[src/isa_ide_pkg.sv]
// Shared constants and types for the expansion bus and drive strobe logic
package isa_ide_pkg;
    localparam int unsigned CLK_HZ = 40_000_000;
    localparam int unsigned BUS_HZ = 8_000_000;
    // Half expansion clock in system clocks, rounded up so bus never runs fast
    localparam logic [3:0] HALF_CYC =
        4'((CLK_HZ + 2 * BUS_HZ - 1) / (2 * BUS_HZ));
    localparam logic [3:0] HALF_MIN = 4'h1;
    // Cycle shape in half bus clocks; 8-bit wait state base in whole bus clocks
    localparam logic [4:0] ALE_HALVES = 5'h02;
    localparam logic [4:0] END_BASE = 5'h04;
    localparam logic [1:0] WS8_BASE = 2'h2;
    // Recommended command delays and wait state codes
    localparam logic [1:0] DLY_IO_REC = 2'h1;
    localparam logic [1:0] DLY_M8_REC = 2'h1;
    localparam logic [1:0] DLY_M16_REC = 2'h0;
    localparam logic [1:0] WS8_REC = 2'h2;
    localparam logic [1:0] WS16_REC = 2'h1;
    // Drive port decodes
    localparam logic [15:0] IDE_DATA = 16'h01f0;
    localparam logic [12:0] IDE_CMD_BLK = 13'h003e;
    localparam logic [14:0] IDE_CTL_BLK = 15'h01fb;
    localparam logic [15:0] PORT_3F7 = 16'h03f7;
    localparam logic [15:0] PORT_377 = 16'h0377;
    localparam int unsigned BIT7 = 7;
    // Local drive machine recovery, in system clocks
    localparam logic [4:0] LI_REC_CYC = 5'h03;
    localparam int unsigned SYNC_W = 40;

    typedef enum logic [2:0] {
        RT_CACHE, RT_DRAM, RT_LOCAL, RT_ROM, RT_ISA
    } route_t;
    typedef enum logic [1:0] {ISA_IDLE, ISA_RUN, ISA_HOLD} isa_st_t;
    typedef enum logic [1:0] {LI_IDLE, LI_CMD, LI_REC} lide_st_t;
endpackage

[src/sync2.sv]
// Two flip-flop synchroniser for pin inputs
`timescale 1ns/1ps
`default_nettype none
module sync2 #(
    parameter int unsigned W = 1
) (
    input  wire logic         i_clk,
    input  wire logic         i_rst_n,
    input  wire logic [W-1:0] i_d,
    output logic      [W-1:0] o_q
);
    logic [W-1:0] meta_q;

    // First stage feeds only the second
    always_ff @(posedge i_clk or negedge i_rst_n) begin
        if (!i_rst_n) begin
            meta_q <= '0;
            o_q    <= '0;
        end else begin
            meta_q <= i_d;
            o_q    <= meta_q;
        end
    end
endmodule
`default_nettype wire

[src/isa_cycle_ide.sv]
// Expansion bus cycle engine and fast drive strobe generation
// What this block does
// - Claim order cache, DRAM, local, ROM, else bus
// - Unclaimed I/O to bus; block sysdata on-chip
// - Bus clock divided from input clock
// - DRAM address pins carry high data byte
// - Separate 0..3 delays: I/O, mem8, mem16
// - Delay zero at ALE fall, half clock steps
// - Delay moves command end only under zero-wait pin
// - Recommended delays 0 mem16, 1 others
// - Wait states 2..5 or 0..3, normal 4/1
// - Zero waits: command lasts one half clock
// - Honour channel ready and zero-wait pins
// - Optional one extra clock before ready
// - Byte swap and buffer steering for DMA
// - Grant floats commands, drive local master
// - Drive strobes merge bus and local strobes
// - Local machine strobes only data port
// - Buffer enable from drive-bound strobes
// - Idle selects and address lines at defaults
// - Bus cycles decode; DMA sources lines externally
// - A2 replaces byte-high on drive ports
// - Floppy input supplies bit 7 of 3F7/377
// - Doubleword data access makes two commands
// - Defaults only idle with processor owning bus
// - 3F7 read disables sysdata buffer
`timescale 1ns/1ps
`default_nettype none
module isa_cycle_ide (
    input  wire logic         i_clk,
    input  wire logic         i_rst_n,
    // Processor cycle and claims
    input  wire logic         i_cyc_start,
    input  wire logic         i_cyc_io,
    input  wire logic         i_cyc_write,
    input  wire logic         i_cyc_16bit,
    input  wire logic         i_cyc_dword,
    input  wire logic         i_cyc_bhe_n,
    input  wire logic [15:0]  i_cyc_addr,
    input  wire logic [15:0]  i_wr_data,
    input  wire logic         i_cache_claim,
    input  wire logic         i_dram_claim,
    input  wire logic         i_local_device_claim_n,
    input  wire logic         i_boot_rom_select,
    input  wire logic         i_onchip_periph_hit,
    input  wire logic [7:0]   i_dram_addr_src,
    // Configuration
    input  wire logic         i_use_recommended,
    input  wire logic [3:0]   i_bus_half_div,
    input  wire logic [1:0]   i_dly_io,
    input  wire logic [1:0]   i_dly_mem8,
    input  wire logic [1:0]   i_dly_mem16,
    input  wire logic [1:0]   i_ws8_code,
    input  wire logic [1:0]   i_ws16_code,
    input  wire logic         i_addr_hold_en,
    input  wire logic         i_a2_subst_en,
    input  wire logic         i_fast_ide_en,
    input  wire logic [7:0]   i_drive_timing_sel,
    input  wire logic [2:0]   i_drive_num,
    input  wire logic [4:0]   i_cmd_len_a,
    input  wire logic [4:0]   i_cmd_len_b,
    // Pins from the bus side
    input  wire logic         i_chrdy,
    input  wire logic         i_zero_ws_n,
    input  wire logic         i_alt_master_grant_n,
    input  wire logic         i_ext_ior_n,
    input  wire logic         i_ext_iow_n,
    input  wire logic [15:0]  i_ext_addr,
    input  wire logic         i_ext_slave_8bit,
    input  wire logic         i_ext_local_hit,
    input  wire logic         i_floppy_bit7_input,
    input  wire logic [7:0]   i_periph_data_low,
    input  wire logic [7:0]   i_dram_addr_in,
    // Outputs
    output isa_ide_pkg::route_t o_route,
    output logic              o_cpu_ready,
    output logic [15:0]       o_rd_data,
    output logic              o_expansion_bus_clock,
    output logic              o_expansion_cycle_active,
    output logic              o_ale,
    output logic              o_ior_n,
    output logic              o_iow_n,
    output logic              o_memr_n,
    output logic              o_memw_n,
    output logic              o_cmd_oe_n,
    output logic [7:0]        o_dram_addr_bits,
    output logic              o_dram_addr_oe_n,
    output logic              o_drive_read_strobe,
    output logic              o_drive_write_strobe,
    output logic              o_drive_buffer_enable,
    output logic              o_drive_cmd_select,
    output logic              o_drive_ctrl_select,
    output logic [1:0]        o_periph_addr_low,
    output logic              o_periph_addr_oe_n,
    output logic              o_byte_high_n,
    output logic              o_sysdata_buffer_enable,
    output logic              o_sysdata_direction,
    output logic              o_byte_swap,
    output logic              o_periph_buf_dma,
    output logic              o_local_master,
    output logic              o_local_cycle_req
);
    logic        rst_m_q, rst_q, rstn;
    logic [isa_ide_pkg::SYNC_W-1:0] pin_s;
    logic        nrdy_s, zws_s, gnt_s, eior_s, eiow_s;
    logic        fbit_s, eslv8_s, elocal_s;
    logic [15:0] eaddr_s;
    logic [7:0]  dlow_s, dhigh_s;

    // Reset release through two flops
    always_ff @(posedge i_clk or negedge i_rst_n) begin
        if (!i_rst_n) begin
            rst_m_q <= 1'b0;
            rst_q   <= 1'b0;
        end else begin
            rst_m_q <= 1'b1;
            rst_q   <= rst_m_q;
        end
    end
    assign rstn = rst_q;

    // All bus-side pins pass two flops; idle-high pins go in inverted
    // so the cleared synchroniser reads idle, not a false strobe or grant
    sync2 #(.W(isa_ide_pkg::SYNC_W)) u_pins (
        .i_clk   (i_clk),
        .i_rst_n (rstn),
        .i_d     ({~i_chrdy, ~i_zero_ws_n, ~i_alt_master_grant_n,
                   ~i_ext_ior_n, ~i_ext_iow_n, i_floppy_bit7_input,
                   i_ext_slave_8bit, i_ext_local_hit, i_ext_addr,
                   i_periph_data_low, i_dram_addr_in}),
        .o_q     (pin_s)
    );
    assign {nrdy_s, zws_s, gnt_s, eior_s, eiow_s, fbit_s,
            eslv8_s, elocal_s, eaddr_s, dlow_s, dhigh_s} = pin_s;

    logic dma;
    assign dma = gnt_s;

    always_comb begin
        if (i_cache_claim)                o_route = isa_ide_pkg::RT_CACHE;
        else if (i_dram_claim)            o_route = isa_ide_pkg::RT_DRAM;
        else if (!i_local_device_claim_n) o_route = isa_ide_pkg::RT_LOCAL;
        else if (i_boot_rom_select)       o_route = isa_ide_pkg::RT_ROM;
        else                              o_route = isa_ide_pkg::RT_ISA;
    end

    // Address decodes for the processor and alternate master
    logic cyc_ide, cyc_data, cyc_3f7, fast_go, isa_go, cyc_to_isa;
    logic ext_cmd_blk, ext_ctl_blk;
    assign cyc_data = i_cyc_io && i_cyc_addr == isa_ide_pkg::IDE_DATA;
    assign cyc_ide  = i_cyc_io &&
        (i_cyc_addr[15:3] == isa_ide_pkg::IDE_CMD_BLK ||
         i_cyc_addr[15:1] == isa_ide_pkg::IDE_CTL_BLK);
    assign cyc_3f7  = i_cyc_io && !i_cyc_write &&
        (i_cyc_addr == isa_ide_pkg::PORT_3F7 ||
         i_cyc_addr == isa_ide_pkg::PORT_377);
    assign ext_cmd_blk = eaddr_s[15:3] == isa_ide_pkg::IDE_CMD_BLK;
    assign ext_ctl_blk = eaddr_s[15:1] == isa_ide_pkg::IDE_CTL_BLK;
    // I/O goes out unless the local claim takes it
    assign cyc_to_isa = i_cyc_io ? i_local_device_claim_n
                                 : (o_route == isa_ide_pkg::RT_ISA);
    // fast data port goes to the local machine, never both
    assign fast_go = i_cyc_start && !dma && cyc_to_isa && cyc_data &&
                     i_fast_ide_en;
    assign isa_go  = i_cyc_start && !dma && cyc_to_isa && !fast_go;

    logic [3:0] div_q, half_lim;
    logic       tick;
    assign half_lim = i_use_recommended ? isa_ide_pkg::HALF_CYC :
        (i_bus_half_div < isa_ide_pkg::HALF_MIN ?
         isa_ide_pkg::HALF_MIN : i_bus_half_div);
    assign tick = div_q >= half_lim - isa_ide_pkg::HALF_MIN;
    always_ff @(posedge i_clk or negedge rstn) begin
        if (!rstn) begin
            div_q                 <= '0;
            o_expansion_bus_clock <= 1'b0;
        end else if (tick) begin
            div_q                 <= '0;
            o_expansion_bus_clock <= ~o_expansion_bus_clock;
        end else begin
            div_q <= div_q + 4'h1;
        end
    end

    logic [1:0] dly_sel, ws8, ws16;
    logic [2:0] ws_sel;
    always_comb begin
        ws8  = i_use_recommended ? isa_ide_pkg::WS8_REC : i_ws8_code;
        ws16 = i_use_recommended ? isa_ide_pkg::WS16_REC : i_ws16_code;
        if (i_cyc_io)
            dly_sel = i_use_recommended ? isa_ide_pkg::DLY_IO_REC
                                        : i_dly_io;
        else if (i_cyc_16bit)
            dly_sel = i_use_recommended ? isa_ide_pkg::DLY_M16_REC
                                        : i_dly_mem16;
        else
            dly_sel = i_use_recommended ? isa_ide_pkg::DLY_M8_REC
                                        : i_dly_mem8;
        ws_sel = i_cyc_16bit ? {1'b0, ws16}
                             : 3'({1'b0, ws8} + {1'b0, isa_ide_pkg::WS8_BASE});
    end

    // Bus cycle state, counted in half bus clocks
    isa_ide_pkg::isa_st_t isa_q;
    logic [4:0] h_q, on_q, end_q;
    logic       wr_q, io_q, ide_q, f3_q, bhe_q, isa_rdy;
    logic [15:0] addr_q, wd_q;
    logic       at_end, stall, cmd_act, cmd_done;
    // ready low stretches, zero-wait cuts short
    assign stall   = h_q == end_q - 5'h01 && nrdy_s;
    assign cmd_act = isa_q == isa_ide_pkg::ISA_RUN && h_q >= on_q &&
                     h_q < end_q;
    assign at_end  = tick && cmd_act && !stall &&
                     (h_q == end_q - 5'h01 || zws_s);
    assign cmd_done = at_end;
    always_ff @(posedge i_clk or negedge rstn) begin
        if (!rstn) begin
            isa_q  <= isa_ide_pkg::ISA_IDLE;
            h_q    <= '0;
            on_q   <= '0;
            end_q  <= '0;
            wr_q   <= 1'b0;
            io_q   <= 1'b0;
            ide_q  <= 1'b0;
            f3_q   <= 1'b0;
            bhe_q  <= 1'b1;
            addr_q <= '0;
            wd_q   <= '0;
        end else begin
            case (isa_q)
                isa_ide_pkg::ISA_IDLE: begin
                    h_q <= '0;
                    if (isa_go) begin
                        isa_q  <= isa_ide_pkg::ISA_RUN;
                        // delay counts half clocks from ALE fall
                        on_q   <= isa_ide_pkg::ALE_HALVES + 5'(dly_sel);
                        // end fixed by wait states only
                        end_q  <= isa_ide_pkg::END_BASE + 5'({ws_sel, 1'b0});
                        wr_q   <= i_cyc_write;
                        io_q   <= i_cyc_io;
                        ide_q  <= cyc_ide;
                        f3_q   <= cyc_3f7;
                        bhe_q  <= i_cyc_bhe_n;
                        addr_q <= i_cyc_addr;
                        wd_q   <= i_wr_data;
                    end
                end
                isa_ide_pkg::ISA_RUN: begin
                    if (at_end) begin
                        h_q   <= '0;
                        isa_q <= i_addr_hold_en ? isa_ide_pkg::ISA_HOLD
                                                : isa_ide_pkg::ISA_IDLE;
                    end else if (tick && !stall) begin
                        h_q <= h_q + 5'h01;
                    end
                end
                isa_ide_pkg::ISA_HOLD: isa_q <= isa_ide_pkg::ISA_IDLE;
                default: isa_q <= isa_ide_pkg::ISA_IDLE;
            endcase
        end
    end
    assign isa_rdy = (at_end && !i_addr_hold_en) ||
                     isa_q == isa_ide_pkg::ISA_HOLD;

    // Read data capture at command end
    always_ff @(posedge i_clk or negedge rstn) begin
        if (!rstn) begin
            o_rd_data <= '0;
        end else if (at_end && !wr_q) begin
            // high byte comes back on DRAM address pins
            o_rd_data <= {dhigh_s, dlow_s};
            // bit 7 from the floppy input
            if (f3_q)
                o_rd_data[isa_ide_pkg::BIT7] <= fbit_s;
        end
    end

    // Local data-port machine with two phases for doublewords
    isa_ide_pkg::lide_st_t li_q;
    logic [4:0] li_cnt_q, li_len_q;
    logic       li_second_q, li_wr_q, li_rdy;
    always_ff @(posedge i_clk or negedge rstn) begin
        if (!rstn) begin
            li_q        <= isa_ide_pkg::LI_IDLE;
            li_cnt_q    <= '0;
            li_len_q    <= '0;
            li_second_q <= 1'b0;
            li_wr_q     <= 1'b0;
        end else begin
            case (li_q)
                isa_ide_pkg::LI_IDLE: if (fast_go) begin
                    li_q <= isa_ide_pkg::LI_CMD;
                    // drive picks one of two timing sets
                    li_len_q <= i_drive_timing_sel[i_drive_num] ?
                                i_cmd_len_b : i_cmd_len_a;
                    li_cnt_q <= i_drive_timing_sel[i_drive_num] ?
                                i_cmd_len_b : i_cmd_len_a;
                    li_second_q <= i_cyc_dword;
                    li_wr_q     <= i_cyc_write;
                end
                isa_ide_pkg::LI_CMD: begin
                    if (li_cnt_q == '0) begin
                        li_q     <= isa_ide_pkg::LI_REC;
                        li_cnt_q <= isa_ide_pkg::LI_REC_CYC;
                    end else begin
                        li_cnt_q <= li_cnt_q - 5'h01;
                    end
                end
                isa_ide_pkg::LI_REC: begin
                    if (li_cnt_q != '0) begin
                        li_cnt_q <= li_cnt_q - 5'h01;
                    end else if (li_second_q) begin
                        li_second_q <= 1'b0;
                        li_q        <= isa_ide_pkg::LI_CMD;
                        li_cnt_q    <= li_len_q;
                    end else begin
                        li_q <= isa_ide_pkg::LI_IDLE;
                    end
                end
                default: li_q <= isa_ide_pkg::LI_IDLE;
            endcase
        end
    end
    assign li_rdy = li_q == isa_ide_pkg::LI_REC && li_cnt_q == '0 &&
                    !li_second_q;

    // Ready back to the processor
    always_ff @(posedge i_clk or negedge rstn) begin
        if (!rstn) o_cpu_ready <= 1'b0;
        else       o_cpu_ready <= isa_rdy || li_rdy;
    end

    // Bus command pins, floated under grant
    logic isa_rd_cmd, isa_wr_cmd, li_rd, li_wr, ext_rd, ext_wr;
    assign isa_rd_cmd = cmd_act && !wr_q;
    assign isa_wr_cmd = cmd_act && wr_q;
    assign o_ale      = isa_q == isa_ide_pkg::ISA_RUN &&
                        h_q < isa_ide_pkg::ALE_HALVES;
    assign o_ior_n    = !(isa_rd_cmd && io_q);
    assign o_iow_n    = !(isa_wr_cmd && io_q);
    assign o_memr_n   = !(isa_rd_cmd && !io_q);
    assign o_memw_n   = !(isa_wr_cmd && !io_q);
    // float commands while the other master has the bus
    assign o_cmd_oe_n = dma;
    assign o_expansion_cycle_active = isa_q != isa_ide_pkg::ISA_IDLE;

    // time-shared DRAM address and high data byte
    assign o_dram_addr_bits = o_expansion_cycle_active ? wd_q[15:8]
                                                       : i_dram_addr_src;
    assign o_dram_addr_oe_n = o_expansion_cycle_active && !wr_q;

    assign li_rd  = li_q == isa_ide_pkg::LI_CMD && !li_wr_q;
    assign li_wr  = li_q == isa_ide_pkg::LI_CMD && li_wr_q;
    assign ext_rd = dma && eior_s;
    assign ext_wr = dma && eiow_s;
    assign o_drive_read_strobe  = !((isa_rd_cmd && io_q) || ext_rd ||
                                    li_rd);
    assign o_drive_write_strobe = !((isa_wr_cmd && io_q) || ext_wr ||
                                    li_wr);
    assign o_drive_buffer_enable = !(
        ((isa_rd_cmd || isa_wr_cmd) && io_q && ide_q) ||
        ((ext_rd || ext_wr) && (ext_cmd_blk || ext_ctl_blk)) ||
        li_q != isa_ide_pkg::LI_IDLE);

    always_comb begin
        o_periph_addr_oe_n = 1'b0;
        if (dma) begin
            o_drive_cmd_select  = !ext_cmd_blk;
            o_drive_ctrl_select = !ext_ctl_blk;
            o_periph_addr_low   = '0;
            o_byte_high_n       = 1'b1;
            o_periph_addr_oe_n  = 1'b1;
        end else if (o_expansion_cycle_active) begin
            o_drive_cmd_select  = !(io_q &&
                addr_q[15:3] == isa_ide_pkg::IDE_CMD_BLK);
            o_drive_ctrl_select = !(io_q &&
                addr_q[15:1] == isa_ide_pkg::IDE_CTL_BLK);
            o_periph_addr_low   = addr_q[1:0];
            o_byte_high_n       = (i_a2_subst_en && ide_q) ? addr_q[2]
                                                           : bhe_q;
        end else begin
            // defaults only while idle and processor owns bus
            o_drive_cmd_select  = 1'b0;
            o_drive_ctrl_select = 1'b1;
            o_periph_addr_low   = '0;
            o_byte_high_n       = 1'b0;
        end
    end

    assign o_sysdata_buffer_enable = !(o_expansion_cycle_active &&
        !(f3_q || (io_q && !wr_q && i_onchip_periph_hit)));
    assign o_sysdata_direction = !(o_expansion_cycle_active && !wr_q &&
                                   !ide_q);

    // byte swap and buffer steering for DMA
    assign o_byte_swap      = dma && eslv8_s && eaddr_s[0];
    assign o_periph_buf_dma = dma && (ext_cmd_blk || ext_ctl_blk);

    // local master request on external command start
    logic ext_cmd_q;
    always_ff @(posedge i_clk or negedge rstn) begin
        if (!rstn) begin
            ext_cmd_q         <= 1'b0;
            o_local_cycle_req <= 1'b0;
        end else begin
            ext_cmd_q         <= ext_rd || ext_wr;
            o_local_cycle_req <= (ext_rd || ext_wr) && !ext_cmd_q &&
                                 elocal_s;
        end
    end
    assign o_local_master = dma;

    // Checks
    cmd_float_a: assert property (@(posedge i_clk) disable iff (!rstn)
        dma |-> o_cmd_oe_n && o_periph_addr_oe_n && o_byte_high_n)
        else $error("commands not floated");
    idle_default_a: assert property (@(posedge i_clk) disable iff (!rstn)
        (!dma && !o_expansion_cycle_active) |-> (o_drive_ctrl_select &&
        !o_drive_cmd_select && o_periph_addr_low == 2'h0))
        else $error("idle defaults wrong");
    strobe_merge_a: assert property (@(posedge i_clk) disable iff (!rstn)
        (!o_ior_n || li_rd) |-> !o_drive_read_strobe)
        else $error("read strobe not merged");
    one_source_a: assert property (@(posedge i_clk) disable iff (!rstn)
        !(li_q != isa_ide_pkg::LI_IDLE && o_expansion_cycle_active))
        else $error("two strobe sources");
    addr_hold_a: assert property (@(posedge i_clk) disable iff (!rstn)
        (cmd_done && i_addr_hold_en) |=> !o_cpu_ready ##1 o_cpu_ready)
        else $error("address hold ready timing");
    floppy_bit_a: assert property (@(posedge i_clk) disable iff (!rstn)
        (at_end && !wr_q && f3_q) |=> o_rd_data[7] == $past(fbit_s))
        else $error("bit 7 not from floppy");
    dword_two_a: assert property (@(posedge i_clk) disable iff (!rstn)
        (li_q == isa_ide_pkg::LI_REC && li_second_q) |->
        ##[1:8] li_q == isa_ide_pkg::LI_CMD)
        else $error("second command missing");
    sysdata_off_a: assert property (@(posedge i_clk) disable iff (!rstn)
        (o_expansion_cycle_active && f3_q) |-> o_sysdata_buffer_enable)
        else $error("sysdata on for 3F7");
    a2_subst_a: assert property (@(posedge i_clk) disable iff (!rstn)
        (!dma && o_expansion_cycle_active && ide_q && i_a2_subst_en) |->
        o_byte_high_n == addr_q[2]) else $error("A2 not substituted");
    claim_skip_a: assert property (@(posedge i_clk) disable iff (!rstn)
        (i_cyc_start && !i_cyc_io && o_route != isa_ide_pkg::RT_ISA &&
        !o_expansion_cycle_active) |=> !o_expansion_cycle_active)
        else $error("claimed cycle went out");
endmodule
`default_nettype wire

[config.mk]
export PLATFORM = sky130hd
export DESIGN_NAME = isa_cycle_ide
export DESIGN_NICKNAME = d
export VERILOG_FILES = /design/src/isa_ide_pkg.sv /design/src/sync2.sv /design/src/isa_cycle_ide.sv
export SDC_FILE = /design/constraint.sdc
export NUM_CORES = 1
export LEC_CHECK = 0
export ABC_AREA = 1
export BUFFER_PORTS_ARGS = -buffer_cell sky130_fd_sc_hd__buf_4
export CORE_AREA = 2 2 90 157
export DETAILED_ROUTE_END_ITERATION = 16
export DIE_AREA = 0 0 92 159
export HOLD_SLACK_MARGIN = 0.02
export PLACE_DENSITY = 0.79
export SKIP_CTS_REPAIR_TIMING = 1
export SLEW_MARGIN = 20
export SYNTH_ARGS = -nofsm -noshare
export SYNTH_HDL_FRONTEND = slang
export SYNTH_HIERARCHICAL = 1
export SYNTH_SLANG_ARGS = --single-unit
[constraint.sdc]
create_clock -name i_clk -period 5.91 [get_ports i_clk]
set_input_delay 0.2955 -clock i_clk [delete_from_list [all_inputs] [get_ports i_clk]]
set_output_delay 0.2955 -clock i_clk [all_outputs]
set_load 0.005 [all_outputs]
-- Yosys cells after proc, flatten, opt, wreduce, memory -nomap -nowiden
Cells that the tools add are included.
- register bits after elaboration: 174
- bits of input ports: 132
- output and inout port bits: 52
- word-level logic and storage cells: 222
- $add $sub $neg: 8
- $lt $le $gt $ge: 6
- equality and inequality tests: 22
- mux-type cells: 51
- bitwise logic cells: 6
- reduce and logical (&&, ||, !) cells: 103
- operators by type and width (cell ; count):
    1-bit logical AND ; 47
    15-bit by 9-bit equality test with 1-bit output (second input constant) ; 3
    13-bit by 6-bit equality test with 1-bit output (second input constant) ; 3
    5-bit two-way mux ; 7
    16-bit by 10-bit equality test with 1-bit output (second input constant) ; 2
    2-bit two-way mux ; 15
    1-bit logical NOT ; 25
    16-bit by 9-bit equality test with 1-bit output (second input constant) ; 1
    1-bit logical OR ; 15
    3-bit two-way mux ; 5
    5-bit one-hot mux with 3 select lines ; 1
    1-bit two-way mux ; 14
    4-bit two-way mux ; 3
    2-bit inequality test (second input constant) ; 5
    5-bit one-hot mux with 2 select lines ; 1
    5-bit by 1-bit subtractor with 5-bit output (second input constant) ; 2
    3-bit AND reduction ; 3
    8-bit two-way mux ; 1
    2-bit AND reduction ; 4
    2-bit nonzero test ; 4
    3-bit inequality test (second input constant) ; 2
    1-bit NOT ; 6
    2-bit one-hot mux with 3 select lines ; 1
    3-bit by 4-bit adder with 5-bit output (first input constant) ; 1
    other kinds (22) ; 25

-- Logic depth before layout (Yosys ltp)
Gate-level depths: netlist of run 1.
- depth in word-level cells: 13
- depth in mapped cells: 16
- mapped depth without buffers: 16

-- Hierarchy
Netlist of run 1, hierarchy kept.
- by module, submodules not included (module ; instances ; cells each ; area an instance (µm²) ; seq. area each (µm²)):
    isa_cycle_ide ; 1 ; 670 ; 4929.7 ; 2078.2
    sync2 ; 1 ; 80 ; 2001.9 ; 2001.9

-- Worst setup path after synthesis of run 1
No wires, ideal clock.
- path kind: input port to flip-flop
- from: input i_bus_half_div[3]
- to: register o_rd_data[14]
- setup time: 0.123 ns
- arrival: 2.082 ns
- data required time: 5.787 ns
- path slack: 3.705 ns
- stages on the path: 15
- path buffers: 1
- cells stage by stage: nor3_1 > nor3_1 > ha_1 > xnor2_1 > inv_1 > ha_1 > nand2_1 > o21bai_1 > nand2_1 > nor2_1 > nor2_2 > nand3_4 > buf_4 > o21ai_0 > nand2_1
- cells in the longest elaborated chain, start to end: 9
- ends and longest elaborated chain (item ; RTL line ; text):
    start: declaration ; isa_cycle_ide.sv:49 ; input wire logic [3:0] i_bus_half_div,
    4-bit by 1-bit < comparator with 1-bit output ; isa_cycle_ide.sv:170 ; (i_bus_half_div < isa_ide_pkg::HALF_MIN ?
    4-bit two-way mux * ; isa_cycle_ide.sv:170 ;
    4-bit two-way mux * ; isa_cycle_ide.sv:169 ; assign half_lim = i_use_recommended ? isa_ide_pkg::HALF_CYC :
    4-bit by 1-bit subtractor with 4-bit output * ; isa_cycle_ide.sv:172 ; assign tick = div_q >= half_lim - isa_ide_pkg::HALF_MIN;
    4-bit >= comparator * ; isa_cycle_ide.sv:172 ;
    1-bit logical AND * (3 in a row) ; isa_cycle_ide.sv:213 ; assign at_end = tick && cmd_act && !stall &&
    1-bit logical AND * ; isa_cycle_ide.sv:269 ; end else if (at_end && !wr_q) begin
    end signal: assignment ; isa_cycle_ide.sv:271 ; o_rd_data <= {dhigh_s, dlow_s};
    end signal: indexed assignment ; isa_cycle_ide.sv:274 ; o_rd_data[isa_ide_pkg::BIT7] <= fbit_s;
    end: declaration ; isa_cycle_ide.sv:77 ; output logic [15:0] o_rd_data,
Every way passes the cells marked *; elsewhere a longest branch is shown, timed or not.
A chain may end at the register's enable or synchronous reset.

-- Final worst setup path of run 1
- from: register h_q[2]
- to: output o_drive_read_strobe
- cells in the longest elaborated chain, start to end: 8
- elaborated cells between the ends (all ways): 9
- classes of those cells: 2 x order compare; 7 x reduce/logical
- ends and longest elaborated chain (item ; RTL line ; text):
    start: declaration ; isa_cycle_ide.sv:205 ; logic [4:0] h_q, on_q, end_q;
    start signal: assignment ; isa_cycle_ide.sv:254 ; h_q <= h_q + 5'h01;
    5-bit >= comparator ; isa_cycle_ide.sv:211 ; assign cmd_act = isa_q == isa_ide_pkg::ISA_RUN && h_q >= on_q &&
    1-bit logical AND ; isa_cycle_ide.sv:211 ;
    1-bit logical AND * ; isa_cycle_ide.sv:211 ;
    1-bit logical AND * ; isa_cycle_ide.sv:335 ; assign isa_rd_cmd = cmd_act && !wr_q;
    1-bit logical AND * ; isa_cycle_ide.sv:356 ; assign o_drive_read_strobe = !((isa_rd_cmd && io_q) || ext_rd ||
    1-bit logical OR * (2 in a row) ; isa_cycle_ide.sv:356 ;
    1-bit logical NOT * ; isa_cycle_ide.sv:356 ;
    end: declaration ; isa_cycle_ide.sv:88 ; output logic o_drive_read_strobe,
Marked as above.

==> reports/results.txt, run 1 <==
Outcome - finished, final reports clean
Int Pwr - 0.00251 W
Met3 Use GR - 0.0516
Final min period - 2.70 ns
Die area - 0.0146 mm²
Slew @ Worst Pin - 0.891 ns
Vias in the first global route - 5559
Critical Path AT - 2.41 ns
Clk_lat worst skew - 0.43 ns
IO Port Bufs - 175
Iter 0 DRT Violations - 269
Fin nets - 1120
Net Sw Power - 0.00144 W
Grt met2 use - 0.425
P_leak - 4.89 nW
Die Y - 159 µm
Final Max Slew Viols - 0
DR vias - 5738
Seq. cell area - 0.00408 mm²
Register area share after synthesis - 0.589
First-pass GRT wire length - 26.9 mm
Gr busiest metal - met2
Sw frac - 0.364
CTS Buffer Depth - 2
Final hold violations - 0
Core Area - 0.0133 mm²
CP Launch Type - flip-flop
Grt ovf - 0
Initial Utilization - 0.521
Antenna violations before repair - 0
Maxcap violations - 0
Vias/cell - 4.97
Hold Path Class - in2reg
Clock group share of total power - 0.285
Ratio of cells with drive above 1 in the final layout - 0.240
Synthesized area - 0.00693 mm²
Slew headroom - 0.406
Total Power - 0.00395 W
Hold WS - 0.0645 ns
CP Capture Type - output port
Mapped Avg Cell Area - 9.24 µm²
Final worst-path cycle share - 0.458
Remaining DRCs - 0
CP max FO - 8
Setup Total Neg Slack - 0 ns
Max incr delay on CP - 0.51 ns
Htree depth - 4
Final WL - 17.4 mm
Largest net degree at the start of global routing - 71
Pre-CTS setup slack - 3.01 ns
Final setup viols - 0
Most common cell after layout, fill and taps aside - nand2_1
Iteration count of the initial detailed-routing pass - 5
Cell Pwr Density - 420 mW/mm²
Combinational power share - 0.322
Sink Count - 163
Multi-input logic area - 0.00244 mm²
Inserted Clock Buffers - 17
Root Driver - clkbuf_16
RD Place Congestion - 0.903
Top delay family on crit path - simple AND/OR/NAND/NOR gates
FMAX - 0.370 GHz
Critical path, cell by cell - ha_1, nand2_1, nand2_1, a21oi_1, nand3_2, nor2_1, nand2_1, o211ai_1, inv_1, buf_4
Fin Clk Skew - 0.00901 ns
Site Rows - 56
Met1 usage - 0.268
Ant diodes - 0
PnR worst setup slack - 3.21 ns
Yosys cell types - 43
RSZ-0062 raised after global routing - no
WL per Instance - 15.1 µm
Reg power frac - 0.393
Cells after synthesis - 750
Detailed placer's ending HPWL - 11.8 mm
WP data required - 5.61 ns
Commonest non-fill, non-tap cells in the layout - nand2_1 (241), buf_4 (178), dfrtp_1 (161)
Die span in x - 92 µm
Most repeated library cell on the critical path - nand2_1
Peak VDD IR - 304 µV
CP max-delay cell - dfrtp_1
Gr usage total - 0.235
I/O Pins - 184
WS Path Type - reg2out
Fillers - 1011
CTS tree - yes
Yosys warns - 6
Antenna Nets Post-Route - 0
#FFs+latches synth - 163
Post-Synthesis Net Count - 903
Clock slew at reported path FFs - 0.07 ns
Area grow syn2layout - 35.6%
CP Buf/Inv Count - 2
-- per-stage QoR --
| stage | utilization | std cells | area [µm²] |
|---|---|---|---|
| 4_1_cts | 0.675 | 1113 | 8990 |
| 5_1_grt | 0.706 | 1154 | 9400 |
| 6_report | 0.706 | 1154 | 9400 |
| 3_5_place_dp | 0.628 | 1081 | 8360 |
| 3_3_place_gp | 0.628 | 1081 | 8360 |
| 2_1_floorplan | - | 750 | 6930 |
-- cell type report --
cell class | instances | area share
Inverter | 77 | 0.0308
Sequential cell | 163 | 0.435
Timing Repair Buffer | 219 | 0.186
Clock buffer | 17 | 0.0453
Tap cell | 174 | 0.0232
Multi-Input combinational cell | 489 | 0.259
Clock inverter | 15 | 0.0212
-- sequential cells by signal, indices dropped and copies added (netlist names), 2 cells and up --
| name | flops |
|---|---|
| u_pins/meta_q | 40 |
| u_pins/o_q | 40 |
| addr_q | 16 |
| o_rd_data | 16 |
| wd_q | 8 |
| h_q | 5 |
| li_cnt_q | 5 |
| li_len_q | 5 |
| div_q | 4 |
| end_q | 4 |
| on_q | 3 |
| isa_q | 2 |
| li_q | 2 |
-- kinds of logic after synthesis --
group,count (synthesis),share of synthesized area
AOI/OAI and AO/OA,82,0.0646
xor gates and xnor gates,10,0.0126
adders and majority gates,21,0.0379
buffers and inverters,98,0.0597
DFF,163,0.589
muxes,1,0.00162
other,1,0.000541
and+or+nand+nor,374,0.234
-- path summary, 6_finish.rpt --
kind / from / end / slack (ns) / cells after the start
worst max-delay path: h_q[2]$_DFFE_PN0P_ / o_drive_read_strobe / 3.21 / 10
worst min-delay path: i_wr_data[10] / wd_q[10]$_DFFE_PN0P_ / 0.06 / 3
worst max register to register: h_q[2]$_DFFE_PN0P_ / o_rd_data[13]$_DFFE_PN0P_ / 3.41 / 10
worst min register to register: u_pins/meta_q[20]$_DFF_PN0_ / u_pins/o_q[20]$_DFF_PN0_ / 0.35 / 0
max in group asynchronous: rst_q$_DFF_PN0_ / u_pins/meta_q[35]$_DFF_PN0_ / 4.14 / 1
min in group asynchronous: i_rst_n / rst_m_q$_DFF_PN0_ / 0.19 / 2
-- worst min-delay path, stage by stage --
cell	delay [ns]
buf_4	0.08
nand2_1	0.04
nand2_1	0.05
-- power groups by stage --
stage	sequential (W)	clock (W)	combinational, W
finish	0.00155	0.00112	0.00127
floorplan	0.00152	0	0.000775
global route	0.00158	0.00119	0.00145
detailed placement	0.00156	0	0.00124
global placement	0.00155	0	0.00120
CTS	0.00155	0.00114	0.00126
-- synthesized netlist by cell type --
library cell	instances	area, µm²
buf_6	3	33.8
clkbuf_2	2	10.0
dfstp_2	1	26.3
nor3_1	13	65.1
o31ai_1	1	7.51
nand3_2	2	20.0
nand2_2	1	6.26
nor2_4	3	33.8
inv_1	73	274
nor2_1	49	184
dfrtp_1	162	4050
conb_1	1	3.75
and3_1	1	6.26
a31oi_1	1	6.26
o21a_1	1	7.51
nand2_1	241	905
nand3b_1	6	45.0
nor3b_1	1	7.51
nand3_1	29	145
buf_2	5	25.0
a21oi_1	13	65.1
xor2_1	5	43.8
buf_4	4	30.0
xnor2_1	5	43.8
nand3_4	2	35.0
inv_2	4	15.0
or2_0	1	6.26
ha_1	21	263
nor4b_1	1	8.76
clkbuf_1	7	26.3
o21ai_0	57	285
o211ai_1	4	30.0
nor4_1	3	18.8
nand4_1	13	81.3
a21boi_2	1	11.3
a211o_1	1	8.76
nor2_2	4	25.0
o311ai_0	1	8.76
mux2_2	1	11.3
o21bai_1	1	7.51
or2_2	3	18.8
a21bo_2	1	10.0
nor3b_2	1	12.5
-- routing by layer --
metal / vias up / share of wire
li1: 2821 / -
met5: - / 0
met4: 0 / 0.026
met1: 2691 / 0.35
met3: 33 / 0.059
met2: 193 / 0.56
Power figures use the tool's default switching activity.
==> inputs of run 2 (changes only) <==
==> constraint.sdc (replaced) <==
create_clock -name i_clk -period 2.6 [get_ports i_clk]
set_input_delay 0.13 -clock i_clk [delete_from_list [all_inputs] [get_ports i_clk]]
set_output_delay 0.13 -clock i_clk [all_outputs]
set_load 0.005 [all_outputs]
==> run 2 against run 1 <==
Net effect: setup slack got worse by 3.1 ns; sequential share of layout area decreased by 1.0 points; global-route usage decreased by 0.26 points; combinational power increased by 130%; power increased by 130%; sequential cell count unchanged.
==> reports/results.txt, run 2 (synthesis results as in run 1) <==
Slew @ Worst Pin - 0.761 ns
Gr usage total - 0.232
P_leak - 4.99 nW
Reg-to-reg slack, setup - 0.41 ns
RD Place Congestion - 0.825
Hold EP - li_second_q$_DFFE_PN0P_
Fin Clk Skew - 0.00883 ns
Largest net degree at the start of global routing - 58
WP data required - 2.47 ns
Detailed placer's ending HPWL - 12.1 mm
WL per Instance - 15.1 µm
Met1 usage - 0.254
Hold_sp - i_cyc_dword
Slew headroom - 0.493
Final WL - 17.8 mm
R2R Path End - o_rd_data[9]$_DFFE_PN0P_
Ant diodes - 0
CP Capture Type - output port
Vias/cell - 5.05
Most common cell after layout, fill and taps aside - nand2_1
Worst r2r src - h_q[3]$_DFFE_PN0P_
Die Y - 159 µm
Setup Total Neg Slack - 0 ns
Hold WS - 0.00652 ns
Seq. cell area - 0.00409 mm²
Final min period - 2.44 ns
Sink Count - 163
Ratio of cells with drive above 1 in the final layout - 0.242
Combinational power share - 0.331
CP max FO - 13
Critical path, cell by cell - nor2_1, inv_1, nand2_1, nor3_1, a31oi_1, buf_4
RSZ-0062 raised after global routing - no
CTS tree - yes
IO Port Bufs - 175
Final worst-path cycle share - 0.940
Grt ovf - 0
Antenna Nets Post-Route - 0
Die area - 0.0146 mm²
CP Buf/Inv Count - 2
Core Area - 0.0133 mm²
Reg power frac - 0.394
Met3 Use GR - 0.0587
CP max-delay cell - dfrtp_1
Clock group share of total power - 0.276
Remaining DRCs - 0
Net Sw Power - 0.00316 W
Antenna violations before repair - 0
Biggest regs - u_pins/meta_q x40, u_pins/o_q x40
DR vias - 5964
FMAX - 0.409 GHz
Site Rows - 56
CTS Buffer Depth - 2
Htree depth - 4
Crit. Startpoint - isa_q[1]$_DFFE_PN0P_
Die span in x - 92 µm
First-pass GRT wire length - 26.7 mm
CP Launch Type - flip-flop
Hold Path Class - in2reg
Area grow syn2layout - 39.0%
Int Pwr - 0.00579 W
Inserted Clock Buffers - 17
Fillers - 951
Initial Utilization - 0.521
Iteration count of the initial detailed-routing pass - 5
Clock slew at reported path FFs - 0.06 ns
Fin nets - 1147
Final setup viols - 0
Grt met2 use - 0.418
Gr busiest metal - met2
Outcome - finished, final reports clean
Sw frac - 0.353
Multi-input logic area - 0.00244 mm²
Critical Path AT - 2.31 ns
Iter 0 DRT Violations - 315
Commonest non-fill, non-tap cells in the layout - nand2_1 (241), buf_4 (184), dfrtp_1 (160)
Clk_lat worst skew - 0.42 ns
Maxcap violations - 0
Top delay family on crit path - simple AND/OR/NAND/NOR gates
Final hold violations - 0
Vias in the first global route - 5768
WS Path Type - reg2out
Min-Delay Path Depth - 3
Worst R2R Path Depth - 10
Peak VDD IR - 537 µV
I/O Pins - 184
Root Driver - clkbuf_16
Max incr delay on CP - 0.43 ns
Final Max Slew Viols - 0
Cell Pwr Density - 929 mW/mm²
run 2: worst max path at each step:
stage / cells past startpoint / end
6_report: 6 / o_drive_ctrl_select
5_1_grt: 11 / o_drive_read_strobe
3_3_place_gp: 16 / h_q[3]$_DFFE_PN0P_
2_1_floorplan: 15 / o_rd_data[14]$_DFFE_PN0P_
4_1_cts: 10 / o_drive_read_strobe
3_5_place_dp: 16 / h_q[2]$_DFFE_PN0P_
run 2: cell type report:
cell class	instances	share of cell area
clock buffer	17	0.0442
tap	174	0.0226
clock inverter	14	0.0170
inverter	77	0.0300
sequential	163	0.424
multi-input combinational	489	0.253
timing repair buffer	246	0.209
run 2: metal layers:
layer / vias to the layer above / routed length [µm]
met5: - / 0
met4: 0 / 574
met3: 42 / 974
met2: 200 / 10000
met1: 2855 / 6200
li1: 2867 / -
run 2: per-stage QoR:
| stage | utilization | total power, W | area, µm² | instances | worst slack, ns |
|---|---|---|---|---|---|
| finish | 0.724 | 0.00895 | 9630 | 1180 | 0.155 |
| global route | 0.724 | 0.00956 | 9630 | 1180 | 0.0212 |
| CTS | 0.677 | 0.00888 | 9020 | 1119 | 0.0909 |
| detailed placement | 0.633 | 0.00639 | 8430 | 1088 | 0.0709 |
| global placement | 0.633 | 0.00630 | 8430 | 1088 | 0.131 |
| floorplan | - | 0.00521 | 6940 | 750 | 0.561 |
run 2: worst reg2reg max path: stages, from the launching register on:
cell and delay (ns):
dfrtp_1 0.49, ha_1 0.35, nand2_1 0.06, inv_1 0.04, a21oi_2 0.18, nand3_2 0.13, nor2_2 0.22, nand3_4 0.13
nor2_4 0.33, nand2_1 0.11, nand2_1 0.09
run 2: power by group through the flow:
stage | logic (W) | clock network, W | registers, W
2_1_floorplan | 0.00176 | 0 | 0.00345
3_3_place_gp | 0.00276 | 0 | 0.00353
3_5_place_dp | 0.00284 | 0 | 0.00355
4_1_cts | 0.00288 | 0.00249 | 0.00352
5_1_grt | 0.00336 | 0.00261 | 0.00360
6_report | 0.00296 | 0.00247 | 0.00352
